--- config.mk ---
export PLATFORM = sky130hd
export DESIGN_NAME = fsp_top
export DESIGN_NICKNAME = d
export VERILOG_FILES = /design/src/hdl/fsp_pkg.sv /design/src/hdl/fsp_fan_unit.sv /design/src/hdl/fsp_top.sv
export SDC_FILE = /design/constraint.sdc
export NUM_CORES = 1
export LEC_CHECK = 0
export ABC_AREA = 1
export BUFFER_PORTS_ARGS = -buffer_cell sky130_fd_sc_hd__buf_2
export CAP_MARGIN = 20
export CORE_MARGIN = 3
export CORE_UTILIZATION = 60
export DETAILED_ROUTE_END_ITERATION = 8
export PLACE_DENSITY = 0.78
export SETUP_SLACK_MARGIN = 0.15
export SLEW_MARGIN = 10
export SYNTH_ARGS = -nofsm -noshare
export SYNTH_HDL_FRONTEND = slang
export SYNTH_SLANG_ARGS = --single-unit
--- constraint.sdc ---
create_clock -name SYS_CLK -period 3.3 [get_ports SYS_CLK]
set_clock_uncertainty 0.1 [all_clocks]
set_input_delay 0.33 -clock SYS_CLK [delete_from_list [all_inputs] [get_ports SYS_CLK]]
set_output_delay 0.33 -clock SYS_CLK [all_outputs]
set_load 0.01 [all_outputs]
--- src/hdl/fsp_pkg.sv ---
// Constants shared by the fan speed and PWM configuration block.
// Assumes a single 125 MHz system clock and an 8-bit register port.
package fsp_pkg;

  // Register port width and offsets
  localparam int ADDR_W = 8;
  localparam int DATA_W = 8;
  localparam int NUM_FANS = 2;
  localparam logic [7:0] OFS_AIN0_MASK = 8'h58;
  localparam logic [7:0] OFS_AIN1_MASK = 8'h59;
  localparam logic [7:0] OFS_COOLING_OUTPUT_ZERO_SPEED1 = 8'h60;
  localparam logic [7:0] OFS_COOLING_OUTPUT_ONE_SPEED1 = 8'h61;
  localparam logic [7:0] OFS_COOLING_OUTPUT_ZERO_CFG2 = 8'h68;
  localparam logic [7:0] OFS_COOLING_OUTPUT_ONE_CFG2 = 8'h69;
  localparam logic [7:0] OFS_COOLING_OUTPUT_ZERO_TACH = 8'h70;
  localparam logic [7:0] OFS_COOLING_OUTPUT_ONE_TACH = 8'h71;

  // Reset values
  localparam logic [7:0] MASK_RST = 8'h00;
  localparam logic [7:0] SPEED1_RST = 8'hff;
  localparam logic [7:0] CFG2_RST = 8'h2f;
  localparam logic [7:0] TACH_RST = 8'h00;
  localparam logic [7:0] RDATA_NONE = 8'h00;

  // Field positions
  localparam int NORM_LSB = 0;
  localparam int ALARM_LSB = 4;
  localparam int HP_LSB = 0;
  localparam int FREQ_LSB = 4;
  localparam int OSC_LSB = 6;
  localparam int MASK_COOLING_OUTPUT_ZERO = 0;
  localparam int MASK_COOLING_OUTPUT_ONE = 1;

  // Selector encodings
  localparam logic [1:0] FREQ_15HZ = 2'b00;
  localparam logic [1:0] FREQ_62HZ = 2'b01;
  localparam logic [1:0] FREQ_250HZ = 2'b10;
  localparam logic [1:0] OSC_OFF = 2'b00;
  localparam logic [1:0] OSC_470 = 2'b01;
  localparam logic [1:0] OSC_940 = 2'b10;

  // Speed code to duty mapping: duty is code / 15
  localparam logic [3:0] CODE_FULL = 4'hf;
  localparam logic [3:0] CODE_ZERO = 4'h0;
  localparam logic [3:0] CODE_THIRD = 4'h5;
  localparam logic [3:0] PWM_LAST_SLOT = 4'he;
  localparam logic [7:0] TACH_SAT = 8'hff;

  // Timing: clock rate, PWM frequencies in mHz, tach oscillators in Hz
  localparam longint CLK_HZ = 125000000;
  localparam longint PWM_STEPS = 15;
  localparam longint PWM_F0_MHZ = 15625;
  localparam longint PWM_F1_MHZ = 62500;
  localparam longint PWM_F2_MHZ = 250000;
  localparam longint PWM_F3_MHZ = 1000000;
  localparam longint OSC_F1_HZ = 470;
  localparam longint OSC_F2_HZ = 940;
  localparam longint OSC_F3_HZ = 1880;
  localparam int SLOT_CYC0 = int'(CLK_HZ * 1000 / (PWM_F0_MHZ * PWM_STEPS));
  localparam int SLOT_CYC1 = int'(CLK_HZ * 1000 / (PWM_F1_MHZ * PWM_STEPS));
  localparam int SLOT_CYC2 = int'(CLK_HZ * 1000 / (PWM_F2_MHZ * PWM_STEPS));
  localparam int SLOT_CYC3 = int'(CLK_HZ * 1000 / (PWM_F3_MHZ * PWM_STEPS));
  localparam int OSC_CYC1 = int'(CLK_HZ / OSC_F1_HZ);
  localparam int OSC_CYC2 = int'(CLK_HZ / OSC_F2_HZ);
  localparam int OSC_CYC3 = int'(CLK_HZ / OSC_F3_HZ);
  localparam int CNT_W = 24;

endpackage

--- src/hdl/fsp_fan_unit.sv ---
// One fan channel: PWM generator and tach period counter.
// Assumes the tach input is already synchronous to the clock.
module fsp_fan_unit #(
  parameter int SLOT0 = fsp_pkg::SLOT_CYC0,
  parameter int SLOT1 = fsp_pkg::SLOT_CYC1,
  parameter int SLOT2 = fsp_pkg::SLOT_CYC2,
  parameter int SLOT3 = fsp_pkg::SLOT_CYC3,
  parameter int OSC1 = fsp_pkg::OSC_CYC1,
  parameter int OSC2 = fsp_pkg::OSC_CYC2,
  parameter int OSC3 = fsp_pkg::OSC_CYC3
) (
  input wire logic clk,
  input wire logic rst_n,
  input wire logic [3:0] speed_code,
  input wire logic [1:0] freq_sel,
  input wire logic [1:0] osc_sel,
  input wire logic tach_in,
  output logic pwm_out,
  output logic [7:0] tach_result
);
  import fsp_pkg::*;

  typedef struct packed {
    logic [CNT_W-1:0] pre;
    logic [3:0] slot;
    logic pwm;
    logic [CNT_W-1:0] osc;
    logic [7:0] cnt;
    logic tach_prev;
    logic [7:0] result;
  } fsp_unit_state_t;

  fsp_unit_state_t s;
  fsp_unit_state_t next_s;

  // Last clock count of one PWM slot for the chosen frequency
  function automatic logic [CNT_W-1:0] slot_last(input logic [1:0] sel);
    case (sel)
      FREQ_15HZ: slot_last = CNT_W'(SLOT0 - 1);
      FREQ_62HZ: slot_last = CNT_W'(SLOT1 - 1);
      FREQ_250HZ: slot_last = CNT_W'(SLOT2 - 1);
      default: slot_last = CNT_W'(SLOT3 - 1);
    endcase
  endfunction

  // Last clock count of one tach oscillator period
  function automatic logic [CNT_W-1:0] osc_last(input logic [1:0] sel);
    case (sel)
      OSC_470: osc_last = CNT_W'(OSC1 - 1);
      OSC_940: osc_last = CNT_W'(OSC2 - 1);
      default: osc_last = CNT_W'(OSC3 - 1);
    endcase
  endfunction

  // Next-state logic for PWM and tach
  always_comb begin
    next_s = s;
    next_s.tach_prev = tach_in;
    if (s.pre >= slot_last(freq_sel)) begin // RULE_09
      next_s.pre = '0;
      next_s.slot = (s.slot >= PWM_LAST_SLOT) ? '0 : s.slot + 4'h1;
    end else begin
      next_s.pre = s.pre + CNT_W'(1);
    end
    // High for code slots out of 15: monotonic, all ones is full drive
    next_s.pwm = (next_s.slot < speed_code); // RULE_15 RULE_05
    if (osc_sel == OSC_OFF) begin
      next_s.osc = '0; // RULE_11
      next_s.cnt = '0;
    end else begin
      if (s.osc >= osc_last(osc_sel)) begin // RULE_10
        next_s.osc = '0;
        if (s.cnt != TACH_SAT) begin
          next_s.cnt = s.cnt + 8'h01; // RULE_13
        end
      end else begin
        next_s.osc = s.osc + CNT_W'(1);
      end
      // Rising tach edge closes one measurement
      if (tach_in && !s.tach_prev) begin
        next_s.result = s.cnt; // RULE_12
        next_s.cnt = '0;
      end
    end
  end

  // State register
  always_ff @(posedge clk or negedge rst_n) begin
    if (!rst_n) begin
      s <= '0;
    end else begin
      s <= next_s;
    end
  end

  assign pwm_out = s.pwm;
  assign tach_result = s.result;
endmodule

--- src/hdl/fsp_top.sv ---
// Fan speed and PWM configuration for a two-fan controller.
// Assumes a synchronous 8-bit register port from the serial bus block,
// and alarm, hot-plug and automatic-control requests from neighbours.
// Notes on behaviour
// RULE_01: An alarm-speed request from an analog channel moves fan zero only when that channel's mask bit 0 is set.
// RULE_02: An alarm-speed request from an analog channel moves fan one only when that channel's mask bit 1 is set.
// RULE_03: The low nibble of the first speed register is the normal speed used when no alarm or hot-plug event applies.
// RULE_04: In automatic control the same low nibble is a floor below which the fan is never driven; the code does not apply it to alarm or hot-plug speeds.
// RULE_05: Speed code five gives about one third duty and is the suggested minimum.
// RULE_06: The high nibble of the first speed register is the alarm speed used when an alarm selects it.
// RULE_07: The low nibble of the second speed register is the speed of the other fans while this fan is removed.
// RULE_08: A fan that is hot-plug installed runs at its normal speed, not alarm or hot-plug speed.
// RULE_09: Bits 5 to 4 of the second speed register choose 15.625, 62.5, 250 or 1000 Hz PWM.
// RULE_10: Bits 7 to 6 of the second speed register choose a 470, 940 or 1880 Hz tach oscillator.
// RULE_11: Oscillator select 00 turns tach measurement for that fan off.
// RULE_12: Each fan has a read-only 8-bit tach register with its latest measurement.
// RULE_13: The tach count is oscillator periods between tach pulses, larger for slower fans.
// RULE_14: An analog channel requests alarm speed when its enable bit is set and it is above its high limit.
// RULE_15: Speed codes map to duty cycle monotonically, with all ones giving full drive.
// RULE_16: Mask bits 2 to 7 are plain storage with no effect on the fans.
module fsp_top #(
  parameter int SLOT_CYC_15HZ = fsp_pkg::SLOT_CYC0,
  parameter int SLOT_CYC_62HZ = fsp_pkg::SLOT_CYC1,
  parameter int SLOT_CYC_250HZ = fsp_pkg::SLOT_CYC2,
  parameter int SLOT_CYC_1KHZ = fsp_pkg::SLOT_CYC3,
  parameter int OSC_CYC_470 = fsp_pkg::OSC_CYC1,
  parameter int OSC_CYC_940 = fsp_pkg::OSC_CYC2,
  parameter int OSC_CYC_1880 = fsp_pkg::OSC_CYC3
) (
  input wire logic SYS_CLK,
  input wire logic RST_N,
  input wire logic [fsp_pkg::ADDR_W-1:0] REG_ADDR,
  input wire logic REG_WR,
  input wire logic REG_RD,
  input wire logic [fsp_pkg::DATA_W-1:0] REG_WDATA,
  output logic [fsp_pkg::DATA_W-1:0] REG_RDATA,
  input wire logic [1:0] ANALOG_INPUT_CHANNEL_OVER_HI,
  input wire logic [1:0] ANALOG_INPUT_CHANNEL_ALARM_EN,
  input wire logic AUTO_MODE,
  input wire logic [3:0] AUTO_SPEED_ZERO,
  input wire logic [3:0] AUTO_SPEED_ONE,
  input wire logic [1:0] COOLING_OUTPUT_REMOVED,
  input wire logic [1:0] COOLING_OUTPUT_INSTALLED,
  input wire logic [1:0] COOLING_OUTPUT_TACH,
  output logic [1:0] COOLING_OUTPUT_PWM,
  output logic [1:0][3:0] COOLING_OUTPUT_CODE
);
  import fsp_pkg::*;

  typedef struct packed {
    logic [NUM_FANS-1:0][7:0] mask;
    logic [NUM_FANS-1:0][7:0] speed1;
    logic [NUM_FANS-1:0][7:0] cfg2;
    logic [NUM_FANS-1:0][3:0] code;
    logic [7:0] rdata;
  } fsp_state_t;

  fsp_state_t s;
  fsp_state_t next_s;
  logic [1:0] alarm_req;
  logic [NUM_FANS-1:0][7:0] tach_val;
  logic [3:0] auto_req [NUM_FANS];

  // Larger of two speed codes
  function automatic logic [3:0] code_max(input logic [3:0] a, input logic [3:0] b);
    code_max = (a > b) ? a : b;
  endfunction

  // Speed code for fan i from its settings and the current conditions
  function automatic logic [3:0] pick_code(
    input int i,
    input fsp_state_t st,
    input logic [1:0] req,
    input logic auto_on,
    input logic [3:0] auto_code,
    input logic [1:0] removed,
    input logic [1:0] installed
  );
    logic [3:0] normal;
    logic alarm_hit;
    int other;
    normal = st.speed1[i][NORM_LSB +: 4]; // RULE_03
    alarm_hit = 1'b0;
    other = (i == 0) ? 1 : 0;
    // Per-channel mask selects which fans follow the alarm
    for (int c = 0; c < 2; c++) begin
      if (req[c] && st.mask[c][i]) begin // RULE_01 RULE_02 RULE_16
        alarm_hit = 1'b1;
      end
    end
    if (auto_on) begin
      normal = code_max(auto_code, normal); // RULE_04
    end
    if (installed[i]) begin
      pick_code = normal; // RULE_08
    end else if (removed[other]) begin
      pick_code = st.cfg2[other][HP_LSB +: 4]; // RULE_07
    end else if (alarm_hit) begin
      pick_code = st.speed1[i][ALARM_LSB +: 4]; // RULE_06
    end else begin
      pick_code = normal;
    end
  endfunction

  // Alarm requests from analog channels
  assign alarm_req = ANALOG_INPUT_CHANNEL_OVER_HI & ANALOG_INPUT_CHANNEL_ALARM_EN; // RULE_14
  assign auto_req[0] = AUTO_SPEED_ZERO;
  assign auto_req[1] = AUTO_SPEED_ONE;

  // Register writes, read data and speed selection
  always_comb begin
    next_s = s;
    if (REG_WR) begin
      if (REG_ADDR == OFS_AIN0_MASK) begin
        next_s.mask[0] = REG_WDATA;
      end else if (REG_ADDR == OFS_AIN1_MASK) begin
        next_s.mask[1] = REG_WDATA;
      end else if (REG_ADDR == OFS_COOLING_OUTPUT_ZERO_SPEED1) begin
        next_s.speed1[0] = REG_WDATA;
      end else if (REG_ADDR == OFS_COOLING_OUTPUT_ONE_SPEED1) begin
        next_s.speed1[1] = REG_WDATA;
      end else if (REG_ADDR == OFS_COOLING_OUTPUT_ZERO_CFG2) begin
        next_s.cfg2[0] = REG_WDATA;
      end else if (REG_ADDR == OFS_COOLING_OUTPUT_ONE_CFG2) begin
        next_s.cfg2[1] = REG_WDATA;
      end
    end
    // Tach registers are read-only; writes there fall through
    if (REG_RD) begin
      if (REG_ADDR == OFS_AIN0_MASK) begin
        next_s.rdata = s.mask[0];
      end else if (REG_ADDR == OFS_AIN1_MASK) begin
        next_s.rdata = s.mask[1];
      end else if (REG_ADDR == OFS_COOLING_OUTPUT_ZERO_SPEED1) begin
        next_s.rdata = s.speed1[0];
      end else if (REG_ADDR == OFS_COOLING_OUTPUT_ONE_SPEED1) begin
        next_s.rdata = s.speed1[1];
      end else if (REG_ADDR == OFS_COOLING_OUTPUT_ZERO_CFG2) begin
        next_s.rdata = s.cfg2[0];
      end else if (REG_ADDR == OFS_COOLING_OUTPUT_ONE_CFG2) begin
        next_s.rdata = s.cfg2[1];
      end else if (REG_ADDR == OFS_COOLING_OUTPUT_ZERO_TACH) begin
        next_s.rdata = tach_val[0]; // RULE_12
      end else if (REG_ADDR == OFS_COOLING_OUTPUT_ONE_TACH) begin
        next_s.rdata = tach_val[1]; // RULE_12
      end else begin
        next_s.rdata = RDATA_NONE;
      end
    end
    for (int i = 0; i < NUM_FANS; i++) begin
      next_s.code[i] = pick_code(i, s, alarm_req, AUTO_MODE, auto_req[i],
                                 COOLING_OUTPUT_REMOVED, COOLING_OUTPUT_INSTALLED);
    end
  end

  // State register with documented power-on values
  always_ff @(posedge SYS_CLK or negedge RST_N) begin
    if (!RST_N) begin
      s.mask <= {NUM_FANS{MASK_RST}};
      s.speed1 <= {NUM_FANS{SPEED1_RST}};
      s.cfg2 <= {NUM_FANS{CFG2_RST}};
      s.code <= '0;
      s.rdata <= RDATA_NONE;
    end else begin
      s <= next_s;
    end
  end

  // One PWM and tach channel per fan
  for (genvar g = 0; g < NUM_FANS; g++) begin : g_fan
    fsp_fan_unit #(
      .SLOT0(SLOT_CYC_15HZ),
      .SLOT1(SLOT_CYC_62HZ),
      .SLOT2(SLOT_CYC_250HZ),
      .SLOT3(SLOT_CYC_1KHZ),
      .OSC1(OSC_CYC_470),
      .OSC2(OSC_CYC_940),
      .OSC3(OSC_CYC_1880)
    ) u_unit (
      .clk(SYS_CLK),
      .rst_n(RST_N),
      .speed_code(s.code[g]),
      .freq_sel(s.cfg2[g][FREQ_LSB +: 2]), // RULE_09
      .osc_sel(s.cfg2[g][OSC_LSB +: 2]), // RULE_10
      .tach_in(COOLING_OUTPUT_TACH[g]),
      .pwm_out(COOLING_OUTPUT_PWM[g]),
      .tach_result(tach_val[g])
    );
  end

  // Outputs from flip-flops
  assign REG_RDATA = s.rdata;
  assign COOLING_OUTPUT_CODE = s.code;

  // Quiet means no hot-plug event and no automatic control
  logic quiet;
  assign quiet = (COOLING_OUTPUT_REMOVED == 2'b00) && (COOLING_OUTPUT_INSTALLED == 2'b00) && !AUTO_MODE;
endmodule

After elaboration in Yosys (flattened, before gate mapping). Cells that the tools add are included.

Add/subtract/negate cells: 8. $lt $le $gt $ge: 10. Eq/ne operators: 18. Mux-type cells: 44. Bitwise gates (word level): 8. Reductions and logical operators: 26.

Operators with widths (number): $mux 24 (6); $pmux 20 s3 (2); $mux 8 (14); $add 24x1->24 const B (4); $pmux 19 s2 (2); $eq 8x7->1 const B (8); $mux 32 (2); $mux 4 (14); $ge 24x20->1 (2); $ge 24x24->1 (2); $add 8x1->8 const B (2); $ne 8x8->1 const B (2); $reduce_bool 3->1 (4); $reduce_and 2->1 (5); $add 4x1->4 const B (2); $eq 2x1->1 const B (4); $eq 2x2->1 const B (4); $ge 4x4->1 const B (2); $gt 4x4->1 (2); $logic_not 2->1 (4); $lt 4x4->1 (2); $not 1->1 (7); $reduce_and 7->1 (1); $logic_and 1x1->1 (6); 7 further kinds (11).

Register bits after elaboration: 204. Input bits: 39. Output and inout bits: 18. Word-level logic and storage cells: 137.

Longest topological paths before layout.
Word-level depth: 9. Depth in mapped cells: 20. Mapped depth without buffers: 20.

By module. A second synthesis with hierarchy kept.

Cell total of the unflattened synthesis: 1564. Area, all modules: 12388.1 um^2.

By module, submodules not included: fsp_fan_unit (g_fan[1].u_unit) (instances 1, cells an instance 528, area each 4260.3 um^2, sequential area each 1751.7 um^2); fsp_fan_unit (g_fan[0].u_unit) (instances 1, cells an instance 517, area each 4251.6 um^2, sequential area each 1751.7 um^2); fsp_top (instances 1, cells an instance 519, area each 3876.2 um^2, sequential area each 1634.1 um^2).

Least setup slack after synthesis. OpenSTA, ideal clock, no wires.

Path kind: register to register. From: reg s[21] in the netlist's numbering. To: reg g_fan[0].u_unit.s (netlist bit g_fan[0].u_unit.pwm_out). Setup time: 0.077 ns. Arrival: 2.562 ns. Required time: 3.123 ns. Slack: 0.560 ns. Stages on the path, launching flop included: 17. Buffers on the path: 1. Clock period less this slack: 2.740 ns. Cells stage by stage: dfstp_2 -> inv_1 -> ha_1 -> ha_1 -> nand2_1 -> nor2_1 -> nand2_1 -> nor2_1 -> nand2_1 -> nand3_1 -> buf_2 -> nand2_1 -> o21ai_0 -> inv_1 -> ha_1 -> a21o_1 -> a21oi_1.

RTL lines: from (decl) (RTL line fsp_top.sv:58) `fsp_state_t s;`; from (signal assigned) (RTL line fsp_top.sv:165) `s <= next_s;`; to (signal assigned) (RTL line fsp_fan_unit.sv:92) `s <= next_s;`; to (decl) (RTL line fsp_fan_unit.sv:33) `fsp_unit_state_t s;`.

==> run_summary.xml <==
<?xml version="1.0" encoding="UTF-8"?>
<metrics>
  <group name="status">
    <metric name="run_status" unit="">complete, no violations</metric>
  </group>
  <group name="power">
    <metric name="vdd_drop_max" unit="uV">437</metric>
    <metric name="pwr_density_cell" unit="nW/um^2">469</metric>
    <metric name="power_leakage" unit="uW">0.00636</metric>
  </group>
  <group name="worst_setup_path">
    <metric name="cp_cell_sequence" unit="">inv_1 &gt; ha_1 &gt; ha_1 &gt; nand2_1 &gt; a21oi_1 &gt; nor2_1 &gt; nand2_1 &gt; nand2_1 &gt; nand3_2 &gt; inv_1 &gt; nand2_1 &gt; o31ai_2 &gt; ha_1 &gt; nand2_1 &gt; nand2_1 &gt; a21oi_1</metric>
    <metric name="rr_startpoint" unit="">s[21]$_DFFE_PN1P_</metric>
    <metric name="r2r-end" unit="">g_fan[0].u_unit.pwm_out$_DFF_PN0_</metric>
    <metric name="ff2ff_path_depth" unit="">16</metric>
    <metric name="worst_setup_path_start_kind" unit="">register</metric>
    <metric name="timing.critical_path.to_type" unit="">register</metric>
    <metric name="timing.critical_path.max_delay_family" unit="">adder cells</metric>
    <metric name="worst-endpoint-required" unit="ns">3.63</metric>
    <metric name="timing.setup.critical_path_class" unit="">reg -&gt; reg</metric>
    <metric name="crit_start" unit="">s[21]$_DFFE_PN1P_</metric>
    <metric name="cp_max_fo" unit="">7</metric>
    <metric name="critical_path_cell_count" unit="">16</metric>
    <metric name="worst_path_max_delay_cell" unit="">sky130_fd_sc_hd__dfstp_2</metric>
    <metric name="timing.critical_path.slowest_cell_delay" unit="ns">0.56</metric>
    <metric name="arrival" unit="ns">3.22</metric>
    <metric name="setup.reg_to_reg.worst_slack" unit="ns">0.42</metric>
    <metric name="endpoint" unit="">g_fan[0].u_unit.pwm_out$_DFF_PN0_</metric>
    <metric name="critical_path.most_common_cell" unit="">sky130_fd_sc_hd__nand2_1</metric>
    <metric name="crit_buf_inv" unit="">2</metric>
  </group>
  <group name="grt">
    <metric name="maximum_number_of_pins_on_one_net_before_global_route_repair" unit="">89</metric>
    <metric name="first_pass_grt_wire_length" unit="um">46800</metric>
    <metric name="globalRouteOverflowTotal" unit="">0</metric>
    <metric name="grt_usage" unit="%">25.6</metric>
    <metric name="number_of_antenna_violations_at_the_first_check_in_global_routing" unit="">0</metric>
    <metric name="grt_pass1_vias" unit="">10200</metric>
  </group>
  <group name="cts">
    <metric name="worstSkewPairLatency" unit="ns">0.51</metric>
    <metric name="clockRootBuffer" unit="">sky130_fd_sc_hd__clkbuf_16</metric>
    <metric name="clock_tree.htree_level_count" unit="">1</metric>
    <metric name="clockBufferDepth" unit="">3</metric>
    <metric name="clkSlewWorstSetupHoldPaths" unit="ns">0.06</metric>
    <metric name="cts_tree" unit="">yes</metric>
    <metric name="clkSinkCount" unit="">204</metric>
    <metric name="cts_made_buffers" unit="">23</metric>
  </group>
  <group name="synthesis">
    <metric name="synth.cells.most_frequent" unit="">sky130_fd_sc_hd__nand2_1, sky130_fd_sc_hd__inv_1, sky130_fd_sc_hd__nor2_1, sky130_fd_sc_hd__dfrtp_1, sky130_fd_sc_hd__o21ai_0</metric>
    <metric name="synth.top_cell.area_share" unit="%">37.1</metric>
    <metric name="count_leader_synth" unit="">sky130_fd_sc_hd__nand2_1</metric>
    <metric name="ys_seq_area_share" unit="%">42.8</metric>
    <metric name="ys.warnings.count" unit="">0</metric>
    <metric name="synth_top_cell_by_area" unit="">sky130_fd_sc_hd__dfrtp_1</metric>
    <metric name="netlist-cell-type-count" unit="">54</metric>
    <metric name="ys_dominant_reg_cell" unit="">sky130_fd_sc_hd__dfrtp_1</metric>
    <metric name="synth.cell_area" unit="um^2">12000</metric>
    <metric name="edff_count_synth" unit="">0</metric>
    <metric name="syn-mean-instance-area" unit="um^2">7.89</metric>
    <metric name="postSynth.asyncResetShare" unit="%">100</metric>
    <metric name="syn-instance-count" unit="">1520</metric>
    <metric name="synth_seq_cells" unit="">204</metric>
    <metric name="post_synth_main_area_contributors" unit="">sky130_fd_sc_hd__dfrtp_1, sky130_fd_sc_hd__nand2_1, sky130_fd_sc_hd__ha_1, sky130_fd_sc_hd__inv_1, sky130_fd_sc_hd__nor2_1</metric>
  </group>
  <group name="floorplanning">
    <metric name="initial_utilization" unit="%">61.4</metric>
    <metric name="die_height" unit="um">147</metric>
    <metric name="core" unit="um^2">19500</metric>
    <metric name="die_w" unit="um">147</metric>
    <metric name="io_pins" unit="">57</metric>
    <metric name="rows" unit="">51</metric>
    <metric name="die_area" unit="um^2">21700</metric>
  </group>
  <group name="drt">
    <metric name="route.detailed.vias_per_inst" unit="">5.35</metric>
    <metric name="detailroute.via_count" unit="">10000</metric>
    <metric name="drcViolationCount" unit="">0</metric>
    <metric name="number_of_drc_violations_after_detailed_routing_iteration_0" unit="">646</metric>
    <metric name="first_pass_iters" unit="">6</metric>
    <metric name="antenna_violating_nets_post_route" unit="">0</metric>
    <metric name="routed_wire_length_per_instance" unit="um">14.4</metric>
    <metric name="finalWirelength" unit="um">26900</metric>
  </group>
  <group name="cells_and_area">
    <metric name="final_area" unit="um^2">13400</metric>
    <metric name="final_core_utilization" unit="%">68.7</metric>
    <metric name="area_growth" unit="%">11.9</metric>
    <metric name="num-nets-final" unit="">1719</metric>
    <metric name="diodes" unit="">0</metric>
    <metric name="fraction_of_final_layout_cells_with_drive_strength_greater_than_1" unit="%">9.89</metric>
  </group>
  <group name="sta">
    <metric name="tns" unit="ns">0</metric>
    <metric name="slew_viol_final" unit="">0</metric>
    <metric name="layout_worst_path_cycle_share" unit="%">87.4</metric>
    <metric name="finalCriticalPeriod" unit="ns">2.88</metric>
    <metric name="fin_hold_ws" unit="ns">0.0212</metric>
    <metric name="maxClockFrequency" unit="MHz">347</metric>
    <metric name="worst_pin_slew" unit="ns">0.873</metric>
    <metric name="grt_setup_unrepaired" unit="">true</metric>
    <metric name="max_slew_margin" unit="%">41.5</metric>
    <metric name="setup-violations-final" unit="">0</metric>
    <metric name="timing_hold_violations_final" unit="">0</metric>
  </group>
  <group name="placed_design">
    <metric name="placed_area" unit="um^2">12400</metric>
    <metric name="placement.io_buffers" unit="">56</metric>
    <metric name="globalplace.congestion" unit="">0.888</metric>
    <metric name="final_hpwl_from_detailed_placement" unit="um">19400</metric>
  </group>
  <group name="hold_path">
    <metric name="min-delay-start" unit="">AUTO_SPEED_ZERO[2]</metric>
    <metric name="holdCritPathClass" unit="">in -&gt; reg</metric>
  </group>
  <group name="run">
    <metric name="maxCapViolations" unit="">0</metric>
  </group>
</metrics>
-- flip-flops by register name, indices dropped and copies added, names as in the netlist --
| signal | flops |
|---|---|
| g_fan.u_unit.s | 122 |
| s | 48 |
| COOLING_OUTPUT_CODE | 8 |
| g_fan.u_unit.pwm_out | 2 |
| REG_RDATA | 8 |
| g_fan.u_unit.tach_result | 16 |
-- cell type report --
cell class | instances | area (um^2)
clock buffers | 32 | 649
clock inverters | 9 | 174
fillers | 1588 | 6100
inverters | 224 | 841
multi-input cells | 1060 | 5790
flip-flops and latches | 204 | 5140
well taps | 265 | 332
repair buffers | 79 | 502
-- worst min-delay path, stage by stage --
cell                       delay (ns)
sky130_fd_sc_hd__buf_2           0.11
sky130_fd_sc_hd__o211ai_1        0.09
sky130_fd_sc_hd__nand2_1         0.06
-- power by group --
part / total, uW / internal, uW / switching [uW]
registers: 2740 / 2640 / 92.2
logic: 784 / 309 / 475
clock network: 2780 / 1760 / 1020
-- logic make-up after synthesis --
kind of cell / after synthesis / share of synthesized area, %
adder cells (fa/ha/maj): 88 / 9.18
other: 1 / 0.0313
AND/OR/NAND/NOR: 736 / 27.4
buffers and inverters: 269 / 9.50
flip-flops: 204 / 42.8
AO/OA/AOI/OAI: 193 / 8.86
multiplexers: 1 / 0.0939
XOR/XNOR: 28 / 2.04
-- placed cells by master (no fill, tap or decap), types with 4 or more instances in the layout --
cell	n
sky130_fd_sc_hd__a21o_1	6
sky130_fd_sc_hd__a21oi_1	63
sky130_fd_sc_hd__a311oi_1	6
sky130_fd_sc_hd__and3_1	9
sky130_fd_sc_hd__buf_2	55
sky130_fd_sc_hd__buf_4	11
sky130_fd_sc_hd__bufinv_16	5
sky130_fd_sc_hd__clkbuf_1	5
sky130_fd_sc_hd__clkbuf_16	23
sky130_fd_sc_hd__clkbuf_8	5
sky130_fd_sc_hd__conb_1	14
sky130_fd_sc_hd__dfrtp_1	178
sky130_fd_sc_hd__dfstp_2	26
sky130_fd_sc_hd__dlygate4sd3_1	11
sky130_fd_sc_hd__ha_1	88
sky130_fd_sc_hd__inv_1	223
sky130_fd_sc_hd__nand2_1	320
sky130_fd_sc_hd__nand3_1	74
sky130_fd_sc_hd__nand3b_1	4
sky130_fd_sc_hd__nand4_1	31
sky130_fd_sc_hd__nor2_1	201
sky130_fd_sc_hd__nor3_1	44
sky130_fd_sc_hd__nor3_2	4
sky130_fd_sc_hd__nor3b_1	13
sky130_fd_sc_hd__nor4_1	12
sky130_fd_sc_hd__o211ai_1	5
sky130_fd_sc_hd__o21ai_0	91
sky130_fd_sc_hd__o21ai_1	4
sky130_fd_sc_hd__o21bai_1	4
sky130_fd_sc_hd__o22ai_1	4
sky130_fd_sc_hd__xnor2_1	10
sky130_fd_sc_hd__xor2_1	18
-- metrics by stage --
stage          instances  power, uW  setup WS, ns
6_report            1873       6300         0.415
5_1_grt             1873       6610         0.120
4_1_cts             1870       6320         0.292
3_5_place_dp        1818       3540         0.315
3_3_place_gp        1818       3490         0.413
2_1_floorplan       1533       3300         0.560
-- layer usage --
metal	part of all wire, %	vias up	GRT usage [%]	wire length [um]
met1	42	4681	32.5	11400
met3	3.9	76	3.34	1060
met4	3.4	0	8.90	921
met2	50	224	45.3	13600
met5	0	-	0	0
li1	-	5038	-	-
-- how the worst min path moves through the flow --
stage	endpoint	slack (ns)	cells after the start
finish	COOLING_OUTPUT_CODE[2]$_DFF_PN0_	0.02	3
detailed placement	g_fan[1].u_unit.s[44]$_DFF_PN0_	0.34	1
CTS	COOLING_OUTPUT_CODE[2]$_DFF_PN0_	0.01	3
global route	COOLING_OUTPUT_CODE[2]$_DFF_PN0_	0.02	3
floorplan	COOLING_OUTPUT_CODE[0]$_DFF_PN0_	-0.07	0
global placement	g_fan[1].u_unit.s[44]$_DFF_PN0_	0.34	1
-- what timing repair did --
| item | CTS | global route |
|---|---|---|
| endpoints found under the hold margin | 88 | 0 |
| resized for setup | 0 | 5 |
| buffers inserted | 0 | 3 |
| setup endpoints to repair | 0 | 2 |
| hold buffers | 11 | 0 |
(Power assumes the default switching activity.)
